===== config.mk =====
export PLATFORM = sky130hd
export DESIGN_NAME = cop_data_port
export DESIGN_NICKNAME = d
export VERILOG_FILES = /design/src/design/cop_port_pkg.sv /design/src/design/two_flop_sync.sv /design/src/design/cop_data_port.sv
export SDC_FILE = /design/constraint.sdc
export NUM_CORES = 1
export LEC_CHECK = 0
export ABC_AREA = 1
export BUFFER_PORTS_ARGS = -buffer_cell sky130_fd_sc_hd__buf_2
export CORE_UTILIZATION = 39
export CTS_BUF_LIST = sky130_fd_sc_hd__clkbuf_8
export DETAILED_ROUTE_END_ITERATION = 8
export PLACE_DENSITY = 0.68
export SLEW_MARGIN = 0
export SYNTH_ARGS = -nofsm -noshare
export SYNTH_HDL_FRONTEND = slang
export SYNTH_SLANG_ARGS = --single-unit

===== constraint.sdc =====
create_clock -name ref_clk -period 7.3 [get_ports ref_clk]
set_input_delay 0.365 -clock ref_clk [delete_from_list [all_inputs] [get_ports ref_clk]]
set_output_delay 0.365 -clock ref_clk [all_outputs]
set_load 0.01 [all_outputs]

===== src/design/cop_port_pkg.sv =====
// shared constants and carrier types for the coprocessor data bus port
package cop_port_pkg;
  localparam int DATA_W = 32;
  localparam int FN_W = 4;
  localparam int DP_W = 3;
  localparam int ADDR_W = 4;
  localparam int CMD_W = 8;
  localparam int PORT_BIT = 18;
  localparam int CMD_HI = 17;
  localparam int CMD_LO = 10;
  localparam logic [FN_W-1:0] FN2_OPERAND = 4'h2;
  localparam logic [FN_W-1:0] FN2_TRAP = 4'h3;
  localparam logic [FN_W-1:0] FN2_UPC = 4'h4;
  localparam logic [FN_W-1:0] FN1_SEL_SET = 4'h8;
  localparam logic [FN_W-1:0] FN1_SEL_CLR = 4'h9;
  localparam logic [DP_W-1:0] DP_READ = 3'h5;
  localparam logic [1:0] WORD_WAIT = 2'h1;

  typedef enum logic [1:0] {
    OP_NONE,
    OP_AUX,
    OP_XFER
  } op_kind_t;

  // one decoded microword as presented by the sequencer
  typedef struct packed {
    op_kind_t kind;
    logic [19:0] ctl;
    logic [FN_W-1:0] fn1;
    logic [FN_W-1:0] fn2;
    logic [DP_W-1:0] dp;
    logic [ADDR_W-1:0] d_addr;
    logic [DATA_W-1:0] wreg;
    logic long_read;
  } uword_t;

  // signals driven toward the accelerator / port device
  typedef struct packed {
    logic [DATA_W-1:0] bus_out;
    logic bus_oe_n;
    logic operand_offer;
    logic fetch_request;
    logic accel_select;
    logic accel_trap;
    logic upc_read_request;
    logic command_strobe;
    logic [CMD_W-1:0] command_byte;
  } link_out_t;

  // result written into local store
  typedef struct packed {
    logic we;
    logic [ADDR_W-1:0] addr;
    logic [DATA_W-1:0] data;
  } store_wr_t;
endpackage


===== src/design/two_flop_sync.sv =====
// two flip-flop synchroniser for pin inputs
`timescale 1ns/100ps
`default_nettype none
module two_flop_sync (
  // clock and reset
  input wire logic ref_clk,
  input wire logic rstn,
  // level in and out
  input wire logic din,
  output logic dout
);
  typedef struct packed {
    logic s1;
    logic s2;
  } sync_st_t;
  sync_st_t st;
  sync_st_t next_st;

  always_comb begin
    next_st.s1 = din;
    next_st.s2 = st.s1;
  end

  always_ff @(posedge ref_clk or negedge rstn) begin
    if (!rstn) begin
      st <= '0;
    end else begin
      st <= next_st;
    end
  end

  assign dout = st.s2;
endmodule
`default_nettype wire


===== src/design/cop_data_port.sv =====
// cpu side of the shared data bus to the accelerator and port devices
//
// Functional notes
// - aux microword drives working register; fn2 of 2 also asserts operand_offer.
// - operands go one 32-bit word per aux microword until all sent.
// - accelerator raises ready when it can accept; operand microword repeats while low.
// - transfer with data path 5 floats bus, asserts fetch, stores word at D.
// - result moves only with fetch and ready together; read repeats while ready low.
// - accel_select set by fn1 of 8, cleared by 9; set before result reads.
// - fn2 of 3 asserts accel_trap and drives the microaddress on the bus.
// - fn2 of 4 then data path 5 reads the counter with no looping.
// - control bit 18 makes a port command; bits 17 to 10 form the byte.
// - port command asserts command_strobe and drives a working register too.
// - port reads assert fetch, expect no handshake, take the first-cycle word.
// - long word port read waits two cycles after its command.
// - after an automatic buffer read command, reads repeat with no new command.
// - accel_select must be clear before port commands or port reads; only a port command with it set raises seq_error.
`timescale 1ns/100ps
`default_nettype none
module cop_data_port (
  // clock and reset
  input wire logic ref_clk,
  input wire logic rstn,
  // microword from the sequencer
  input wire logic uword_valid,
  input wire cop_port_pkg::uword_t uword,
  output logic uword_done,
  output logic uword_repeat,
  output logic seq_error,
  // link pins
  input wire logic [cop_port_pkg::DATA_W-1:0] bus_in,
  input wire logic accel_ready_handshake,
  output cop_port_pkg::link_out_t link,
  // local store write
  output cop_port_pkg::store_wr_t store
);
  import cop_port_pkg::*;

  typedef enum logic [1:0] {
    ST_IDLE,
    ST_WAIT
  } phase_t;

  typedef struct packed {
    phase_t phase;
    link_out_t link;
    store_wr_t store;
    logic done;
    logic rep;
    logic err;
    logic upc_pending;
    logic [1:0] since_cmd;
  } state_t;

  state_t st;
  state_t next_st;
  logic local_rstn;
  logic is_aux;
  logic is_port;
  logic is_read;
  logic hold_long;

  // reset release synchroniser
  two_flop_sync rst_sync_i (
    .ref_clk(ref_clk),
    .rstn(rstn),
    .din(1'b1),
    .dout(local_rstn)
  );

  assign is_aux = uword_valid && uword.kind == OP_AUX;
  assign is_port = is_aux && uword.ctl[PORT_BIT];
  assign is_read = uword_valid && uword.kind == OP_XFER && uword.dp == DP_READ;
  assign hold_long = is_read && !st.link.accel_select && uword.long_read
    && st.since_cmd < WORD_WAIT + 2'h1;

  always_comb begin
    next_st = st;
    next_st.done = 1'b0;
    next_st.rep = 1'b0;
    next_st.err = 1'b0;
    next_st.store.we = 1'b0;
    next_st.link.operand_offer = 1'b0;
    next_st.link.fetch_request = 1'b0;
    next_st.link.accel_trap = 1'b0;
    next_st.link.upc_read_request = 1'b0;
    next_st.link.command_strobe = 1'b0;
    next_st.link.bus_oe_n = 1'b1;
    if (st.since_cmd != 2'h3) begin
      next_st.since_cmd = st.since_cmd + 2'h1;
    end
    unique case (st.phase)
      ST_IDLE: begin
        if (is_port) begin
          next_st.link.command_byte = uword.ctl[CMD_HI:CMD_LO];
          next_st.link.command_strobe = 1'b1;
          next_st.link.bus_out = uword.wreg;
          next_st.link.bus_oe_n = 1'b0;
          next_st.since_cmd = 2'h0;
          next_st.err = st.link.accel_select;
          next_st.done = 1'b1;
        end else if (is_aux) begin
          next_st.link.bus_out = uword.wreg;
          next_st.link.bus_oe_n = 1'b0;
          if (uword.fn1 == FN1_SEL_SET) begin
            next_st.link.accel_select = 1'b1;
          end else if (uword.fn1 == FN1_SEL_CLR) begin
            next_st.link.accel_select = 1'b0;
          end
          next_st.upc_pending = uword.fn2 == FN2_UPC;
          next_st.link.upc_read_request = uword.fn2 == FN2_UPC;
          next_st.link.accel_trap = uword.fn2 == FN2_TRAP;
          if (uword.fn2 == FN2_OPERAND) begin
            next_st.link.operand_offer = 1'b1;
            next_st.phase = ST_WAIT;
          end else begin
            next_st.done = 1'b1;
          end
        end else if (is_read && !hold_long) begin
          next_st.link.fetch_request = 1'b1;
          next_st.link.bus_oe_n = 1'b1;
          next_st.store.addr = uword.d_addr;
          next_st.phase = ST_WAIT;
        end else if (uword_valid) begin
          next_st.upc_pending = 1'b0;
          next_st.done = !hold_long;
          next_st.rep = hold_long;
        end
      end
      ST_WAIT: begin
        if (st.link.operand_offer) begin
          next_st.link.bus_oe_n = 1'b0;
          if (accel_ready_handshake) begin
            next_st.link.operand_offer = 1'b0;
            next_st.link.bus_oe_n = 1'b1;
            next_st.done = 1'b1;
            next_st.phase = ST_IDLE;
          end else begin
            next_st.link.operand_offer = 1'b1;
            next_st.rep = 1'b1;
          end
        end else if (!st.link.accel_select || st.upc_pending || accel_ready_handshake) begin
          // port and counter reads take first word
          // automatic buffer reads need no command
          next_st.store.we = 1'b1;
          next_st.store.data = bus_in;
          next_st.upc_pending = 1'b0;
          next_st.done = 1'b1;
          next_st.phase = ST_IDLE;
        end else begin
          next_st.link.fetch_request = 1'b1;
          next_st.rep = 1'b1;
        end
      end
      default: begin
        next_st.phase = ST_IDLE;
      end
    endcase
  end

  always_ff @(posedge ref_clk or negedge local_rstn) begin
    if (!local_rstn) begin
      st <= '0;
      st.link.bus_oe_n <= 1'b1;
      st.since_cmd <= 2'h3;
    end else begin
      st <= next_st;
    end
  end

  assign link = st.link;
  assign store = st.store;
  assign uword_done = st.done;
  assign uword_repeat = st.rep;
  assign seq_error = st.err;

  // select set and clear
  sel_set_a: assert property (@(posedge ref_clk) disable iff (!local_rstn)
    local_rstn && st.phase == ST_IDLE && is_aux && !is_port && uword.fn1 == FN1_SEL_SET
      |=> link.accel_select) else $error("select not set");
  sel_clr_a: assert property (@(posedge ref_clk) disable iff (!local_rstn)
    local_rstn && st.phase == ST_IDLE && is_aux && !is_port && uword.fn1 == FN1_SEL_CLR
      |=> !link.accel_select) else $error("select not cleared");
  offer_drive_a: assert property (@(posedge ref_clk) disable iff (!local_rstn)
    link.operand_offer |-> !link.bus_oe_n) else $error("offer without drive");
  offer_hold_a: assert property (@(posedge ref_clk) disable iff (!local_rstn)
    link.operand_offer && !accel_ready_handshake |=> link.operand_offer)
    else $error("offer dropped");
  fetch_float_a: assert property (@(posedge ref_clk) disable iff (!local_rstn)
    link.fetch_request |-> link.bus_oe_n) else $error("bus driven during fetch");
  store_cause_a: assert property (@(posedge ref_clk) disable iff (!local_rstn)
    store.we |-> $past(link.fetch_request)) else $error("store without fetch");
  trap_drive_a: assert property (@(posedge ref_clk) disable iff (!local_rstn)
    link.accel_trap |-> !link.bus_oe_n) else $error("trap without address");
  cmd_byte_a: assert property (@(posedge ref_clk) disable iff (!local_rstn)
    local_rstn && st.phase == ST_IDLE && is_port
      |=> link.command_strobe && link.command_byte == $past(uword.ctl[CMD_HI:CMD_LO]))
    else $error("command byte wrong");
  port_sel_a: assert property (@(posedge ref_clk) disable iff (!local_rstn)
    link.command_strobe && link.accel_select |-> seq_error) else $error("missing error");
  upc_noloop_a: assert property (@(posedge ref_clk) disable iff (!local_rstn)
    link.upc_read_request ##1 link.fetch_request |=> store.we)
    else $error("counter read looped");

  offer_cov: cover property (@(posedge ref_clk) link.operand_offer ##1 uword_done);
  read_cov: cover property (@(posedge ref_clk) link.fetch_request ##1 store.we);
  port_cov: cover property (@(posedge ref_clk) link.command_strobe ##[1:4] store.we);
endmodule
`default_nettype wire


==> results.sh, run 1 <==
export IMPL_outcome="finished, final reports clean"
export IMPL_pwr_density_cell_nw_per_um2=369
export IMPL_startpoint="st[2]"
export IMPL_synthDistinctLibCells=24
export IMPL_post_dp_hpwl_um=6610
export IMPL_crit_path_max_incr_delay_ns=0.56
export IMPL_worstSkewPairLatency_ns=0.35
export IMPL_p_leak_nw=2.91
export IMPL_postLayoutCoreUtil_pct=46.3
export IMPL_worstSetupStartpointType="register"
export IMPL_postSynthCellCount=493
export IMPL_grt_setup_unrepaired="false"
export IMPL_clock_sinks=93
export IMPL_critical_path_peak_fanout=34
export IMPL_clk_root_buffer_cell="clkbuf_8"
export IMPL_synth_edf_count=0
export IMPL_synth_area_um2=4270
export IMPL_insertedDiodeCount=0
export IMPL_fin_skew_ns=0.00938
export IMPL_tritoncts="done"
export IMPL_drt_antenna_violating_nets=0
export IMPL_floorplan_initialDensity_pct=40.9
export IMPL_numCtsBuffers=9
export IMPL_wire_length_of_the_first_global_routing_pass_um=14500
export IMPL_worst_pin_slew_ns=0.749
export IMPL_floorplan_core_area_um2=10500
export IMPL_mapped_nets=599
export IMPL_overflow=0
export IMPL_timing_final_crit_share_pct=28.5
export IMPL_endpoint_kind="register"
export IMPL_setup_slack_ns=5.22
export IMPL_timing_max_cap_violations=0
export IMPL_yosysSeqAreaShare_pct=54.5
export IMPL_placement_io_buffers=181
export IMPL_postSynth_asyncResetShare_pct=100
export IMPL_grt_total_usage_pct=16.3
export IMPL_cp_cell_sequence="nor2_1 -> nand2_1 -> nand2_2 -> clkinv_2 -> nand2_1 -> nand2_1"
export IMPL_total_die_area_um2=11400
export IMPL_postSynthAreaPerCell_um2=8.67
export IMPL_largest_net_degree_at_the_start_of_global_routing=62
export IMPL_first_global_vias=3119
export IMPL_ff2ff_setup_slack_ns=5.22
export IMPL_die_height_um=107
export IMPL_criticalPathCategory="reg2reg"
export IMPL_vias=3179
export IMPL_post_drt_wl_per_cell_um=12.3
export IMPL_num_nets_final=696
export IMPL_place_gp_congestion=0.767
export IMPL_yosysWarnings=0
export IMPL_cts_path_max_buffers=2
export IMPL_layout_overhead_on_the_synthesized_area_pct=13.3
export IMPL_antenna_found_initial=0
export IMPL_post_cts_buffers=0
export IMPL_critical_path_required_ns=7.54
export IMPL_final_hold_viol_count=0
export IMPL_htree_levels=3
export IMPL_layout_drive_gt1_share_pct=35.3
export IMPL_r2r_end="store[15]"
export IMPL_maxSlewViolCount=0
export IMPL_clk_pin_slew_ns=0.09
export IMPL_clock_fmax_mhz=480
export IMPL_routed_via_density=4.35
export IMPL_irDropWorstVdd_mv=0.133
export IMPL_worstHoldPathType="in2reg"
export IMPL_worst_r2r_cell_count=6
export IMPL_drt_iter0_drc=151
export IMPL_postSynth_topFlopCell="dfrtp_1"
export IMPL_firstDrtPassIters=4
export IMPL_drt_wl_total_um=9000
export IMPL_worst_setup_timing_slack_at_the_placement_stage_ns=5.00
export IMPL_finalSetupViolations=0
export IMPL_cp_slowest_cell="clkinv_2"
export IMPL_setup_tns_final_ns=0
export IMPL_io_pin_count=193
export IMPL_worst_r2r_startpoint="st[2]"
export IMPL_die_width_um=107
export IMPL_synth_seq_cells=93
export IMPL_drc=0
export IMPL_cp_data_arrival_time_ns=2.32
export IMPL_placementRows=37
export IMPL_crit_end="store[15]"
export IMPL_finalWorstPathRequiredPeriod_ns=2.08
export IMPL_slew_headroom_pct=50.1
export IMPL_cp_common_cell="nand2_1"
-- routing by layer --
metal	track usage [%]	vias to the layer above	share of wire, %
met5	0	-	0
met4	7.34	0	1.4
met3	2.98	10	5.5
met2	28.2	98	51
met1	19.6	1474	42
li1	-	1597	-
-- report_power, final --
group	switching (mW)	internal, mW	total [mW]
sequential	0.107	0.722	0.829
clock	0.169	0.173	0.341
combinational	0.369	0.249	0.618
total	0.644	1.14	1.79
-- cell usage after synthesis, types with 2 or more instances --
cell type	instances	area [um2]
dfstp_2	3	78.8
buf_2	5	25.0
nor2_2	2	12.5
dfrtp_1	90	2250
buf_6	3	33.8
inv_2	3	11.3
nand4_1	4	25.0
inv_1	13	48.8
nor2_1	14	52.6
o21ai_0	2	10.0
nand2_1	245	920
buf_4	89	668
nand3_1	5	25.0
nand2_2	3	18.8
a21oi_1	3	15.0
-- worst max-delay path, delay by kind of cell, from the launching register on --
family                 cells  cell delay, ns
buffers and inverters      1            0.56
AND/OR/NAND/NOR            5            1.02
flip-flops                 1            0.38
-- metrics by stage --
| step | hold WS, ns | cell area, um2 | power [mW] | cells |
|---|---|---|---|---|
| 6_report | 0.185 | 4840 | 1.79 | 731 |
| 5_1_grt | 0.180 | 4840 | 1.93 | 731 |
| 4_1_cts | 0.163 | 4840 | 1.82 | 731 |
| 3_5_place_dp | 0.156 | 4630 | 1.47 | 714 |
| 3_3_place_gp | 0.152 | 4630 | 1.44 | 714 |
| 2_1_floorplan | 0.0694 | 4270 | 1.44 | 493 |
-- logic make-up (layout without fill, tap and decap cells) --
family	Yosys count	in the layout	share of synthesized area, %
and+or+nand+nor	279	279	26.1
buffers and inverters	114	216	18.5
DFF	93	93	54.5
AOI/OAI and AO/OA	6	6	0.702
other	1	1	0.0877
-- timing repair --
item	4_1_cts	5_1_grt
gates resized for setup	0	0
endpoints found under the setup margin	0	0
endpoints found under the hold margin	2	0
hold buffers	1	0
-- worst min path at each step --
| stage | start | to | slack [ns] | depth (start not counted) |
|---|---|---|---|---|
| after floorplan | rstn | rst_sync_i.dout | 0.07 | 0 |
| after global placement | rstn | rst_sync_i.next_st[0] | 0.15 | 1 |
| after detailed placement | rstn | rst_sync_i.next_st[0] | 0.16 | 1 |
| after CTS | uword[42] | link[10] | 0.16 | 2 |
| after global routing | uword[42] | link[10] | 0.18 | 2 |
| final | uword[42] | link[10] | 0.19 | 2 |
-- layout by cell type, fill, tap and decap left out, types with 2 or more instances in the layout --
cell	count
nand3_1	5
nand2_1	245
nor2_1	14
nand4_1	4
dfstp_2	3
dfrtp_1	89
a21oi_1	3
clkbuf_8	11
nand2_2	3
inv_1	17
o21ai_0	2
buf_2	181
nor2_2	2
inv_2	3
-- flip-flops by register name (all words and copies together), names as in the netlist --
| register | cells |
|---|---|
| link | 47 |
| store | 37 |
| st | 4 |
| rst_sync_i.dout | 1 |
| rst_sync_i.next_st | 1 |
| seq_error | 1 |
| uword_done | 1 |
| uword_repeat | 1 |
-- cell type report --
type / count / area, um2
fill: 1026 / 5620
sequential: 93 / 2330
multi-input combinational: 286 / 1150
timing repair buffer: 183 / 923
tap: 136 / 170
clock buffer: 11 / 151
inverter: 17 / 65.1
clock inverter: 5 / 45.0
Note: power is estimated with default switching activity, not from simulation.
==> run 2, diff against run 1 <==
--- a/config.mk
+++ b/config.mk
@@ -10,7 +10,7 @@
 export CORE_UTILIZATION = 39
 export CTS_BUF_LIST = sky130_fd_sc_hd__clkbuf_8
 export DETAILED_ROUTE_END_ITERATION = 8
-export PLACE_DENSITY = 0.68
+export PLACE_DENSITY = 0.71
 export SLEW_MARGIN = 0
 export SYNTH_ARGS = -nofsm -noshare
 export SYNTH_HDL_FRONTEND = slang
==> constraint.sdc (replaced) <==
create_clock -name ref_clk -period 1.8 [get_ports ref_clk]
set_input_delay 0.09 -clock ref_clk [delete_from_list [all_inputs] [get_ports ref_clk]]
set_output_delay 0.09 -clock ref_clk [all_outputs]
set_load 0.01 [all_outputs]
==> run 2 against run 1 <==
Compared with the run above: setup slack lost 5.0 ns; critical endpoint is now st[2]; hold slack lost 0.16 ns; sequential power grew to 4.1 times the previous value; critical path depth grew 1; highest routed layer unchanged; fmax grew 35%; combinational power grew to 4.3 times the previous value; power grew to 4.0 times the previous value; via count grew 13%.
==> results.sh, run 2 (synthesis gave the netlist of run 1 again) <==
export IMPL_cp_data_arrival_time_ns=1.78
export IMPL_placement_io_buffers=181
export IMPL_cp_cell_sequence="inv_2 -> nand2_2 -> nor2_8 -> inv_2 -> nor2_1 -> nand4_1 -> nand2_1"
export IMPL_layout_filler_cells=919
export IMPL_clk_root_buffer_cell="clkbuf_8"
export IMPL_num_nets_final=780
export IMPL_critical_path_required_ns=2.04
export IMPL_placementRows=37
export IMPL_tritoncts="done"
export IMPL_endpoint_kind="register"
export IMPL_irDropWorstVdd_mv=0.598
export IMPL_worst_pin_slew_ns=0.597
export IMPL_drt_antenna_violating_nets=0
export IMPL_critical_path_peak_fanout=35
export IMPL_routed_via_density=4.42
export IMPL_post_dp_cell_area_um2=4680
export IMPL_grt_setup_unrepaired="false"
export IMPL_post_dp_hpwl_um=6670
export IMPL_maxSlewViolCount=0
export IMPL_die_width_um=107
export IMPL_drt_iter0_drc=199
export IMPL_cp_buffers_inverters=2
export IMPL_cts_resized_gates=0
export IMPL_setup_tns_final_ns=0
export IMPL_finalWorstPathRequiredPeriod_ns=1.54
export IMPL_finalSetupViolations=0
export IMPL_worstSetupStartpointType="register"
export IMPL_die_height_um=107
export IMPL_internal_power_mw=4.55
export IMPL_worstHoldPathType="in2reg"
export IMPL_largest_net_degree_at_the_start_of_global_routing=38
export IMPL_ff2ff_setup_slack_ns=0.26
export IMPL_power_share_clock_pct=16.0
export IMPL_total_die_area_um2=11400
export IMPL_criticalPathCategory="reg2reg"
export IMPL_wire_length_of_the_first_global_routing_pass_um=16500
export IMPL_crit_path_max_incr_delay_ns=0.45
export IMPL_final_hold_viol_count=0
export IMPL_switchingPower_mw=2.67
export IMPL_setup_slack_ns=0.262
export IMPL_clk_pin_slew_ns=0.08
export IMPL_layout_overhead_on_the_synthesized_area_pct=32.3
export IMPL_layout_cells_most_common="nand2_1"
export IMPL_largest_register_ffs=47
export IMPL_firstDrtPassIters=5
export IMPL_htree_levels=3
export IMPL_critical_path_top_delay_family="buffers and inverters"
export IMPL_numCtsBuffers=9
export IMPL_timing_max_cap_violations=0
export IMPL_cp_slowest_cell="inv_2"
export IMPL_grt_total_usage_pct=18.6
export IMPL_slew_headroom_pct=60.2
export IMPL_clock_sinks=93
export IMPL_sequentialPowerShare_pct=46.9
export IMPL_post_drt_wl_per_cell_um=12.6
export IMPL_pwr_share_comb_pct=37.1
export IMPL_floorplan_initialDensity_pct=40.9
export IMPL_place_gp_congestion=0.767
export IMPL_drt_wl_total_um=10200
export IMPL_timing_final_crit_share_pct=85.4
export IMPL_overflow=0
export IMPL_fin_skew_ns=0.00990
export IMPL_cts_path_max_buffers=2
export IMPL_commonest_cells_after_routing_fill_and_taps_aside="nand2_1 (245), buf_2 (181), dfrtp_1 (89), dlygate4sd3_1 (82), inv_1 (17)"
export IMPL_p_leak_nw=3.25
export IMPL_insertedDiodeCount=0
export IMPL_worst_setup_timing_slack_at_the_placement_stage_ns=0.281
export IMPL_vias=3606
export IMPL_pwr_density_cell_nw_per_um2=1280
export IMPL_floorplan_core_area_um2=10500
export IMPL_power_share_switching_pct=37.0
export IMPL_outcome="finished, final reports clean"
export IMPL_cts_hold_fix_buffers=82
export IMPL_postLayoutCellArea_um2=5660
export IMPL_io_pin_count=193
export IMPL_clock_fmax_mhz=650
export IMPL_report_power_total_mw=7.22
export IMPL_cp_common_cell="inv_2"
export IMPL_first_global_vias=3619
export IMPL_registers_top_by_ff_count="link"
export IMPL_post_cts_buffers=0
export IMPL_worstSkewPairLatency_ns=0.35
export IMPL_layout_drive_gt1_share_pct=31.4
export IMPL_antenna_found_initial=0
export IMPL_drc=0
-- run 2: power by group through the flow --
stage / combinational (mW) / sequential [mW] / clock (mW)
finish: 2.68 / 3.38 / 1.15
global route: 3.00 / 3.48 / 1.30
CTS: 2.67 / 3.37 / 1.22
detailed placement: 2.54 / 3.40 / 0
global placement: 2.48 / 3.36 / 0
floorplan: 2.51 / 3.34 / 0
-- run 2: stage by stage --
step	hold slack (ns)	instances	util, %
6_report	0.0269	815	54.1
5_1_grt	0.0292	815	54.1
4_1_cts	0.0121	815	54.1
3_5_place_dp	-0.122	717	44.8
3_3_place_gp	-0.124	717	44.8
2_1_floorplan	-0.206	493	-
-- run 2: area by class of cell --
cell class | instances | area [um2] | share of cell area, %
Clock buffer | 9 | 124 | 2.19
Clock inverter | 7 | 30.0 | 0.531
Inverter | 17 | 65.1 | 1.15
Multi-Input combinational cell | 286 | 1150 | 20.3
Sequential cell | 93 | 2330 | 41.3
Tap cell | 136 | 170 | 3.01
Timing Repair Buffer | 267 | 1780 | 31.5
-- run 2: metal layers --
metal | global-route usage, % | vias to the layer above | wire length, um
li1 | - | 1767 | -
met1 | 20.7 | 1681 | 4240
met2 | 33.3 | 134 | 5180
met3 | 4.01 | 24 | 563
met4 | 9.30 | 0 | 263
met5 | 0 | - | 0
-- run 2: final timing paths --
path | depth (start not counted) | startpoint | to
max | 7 | st[90] | st[2]
min | 4 | accel_ready_handshake | link[13]
max reg2reg | 7 | st[90] | st[2]
min reg2reg | 0 | rst_sync_i.dout | store[4]
max in group asynchronous | 1 | rst_sync_i.dout | link[14]
min in group asynchronous | 2 | rstn | rst_sync_i.dout
-- run 2: worst register-to-register path: stages, from the launching register on --
cell and delay [ns]:
dfrtp_1 0.44, inv_2 0.09, nand2_2 0.12, nor2_8 0.06, inv_2 0.45, nor2_1 0.09
nand4_1 0.11, nand2_1 0.06
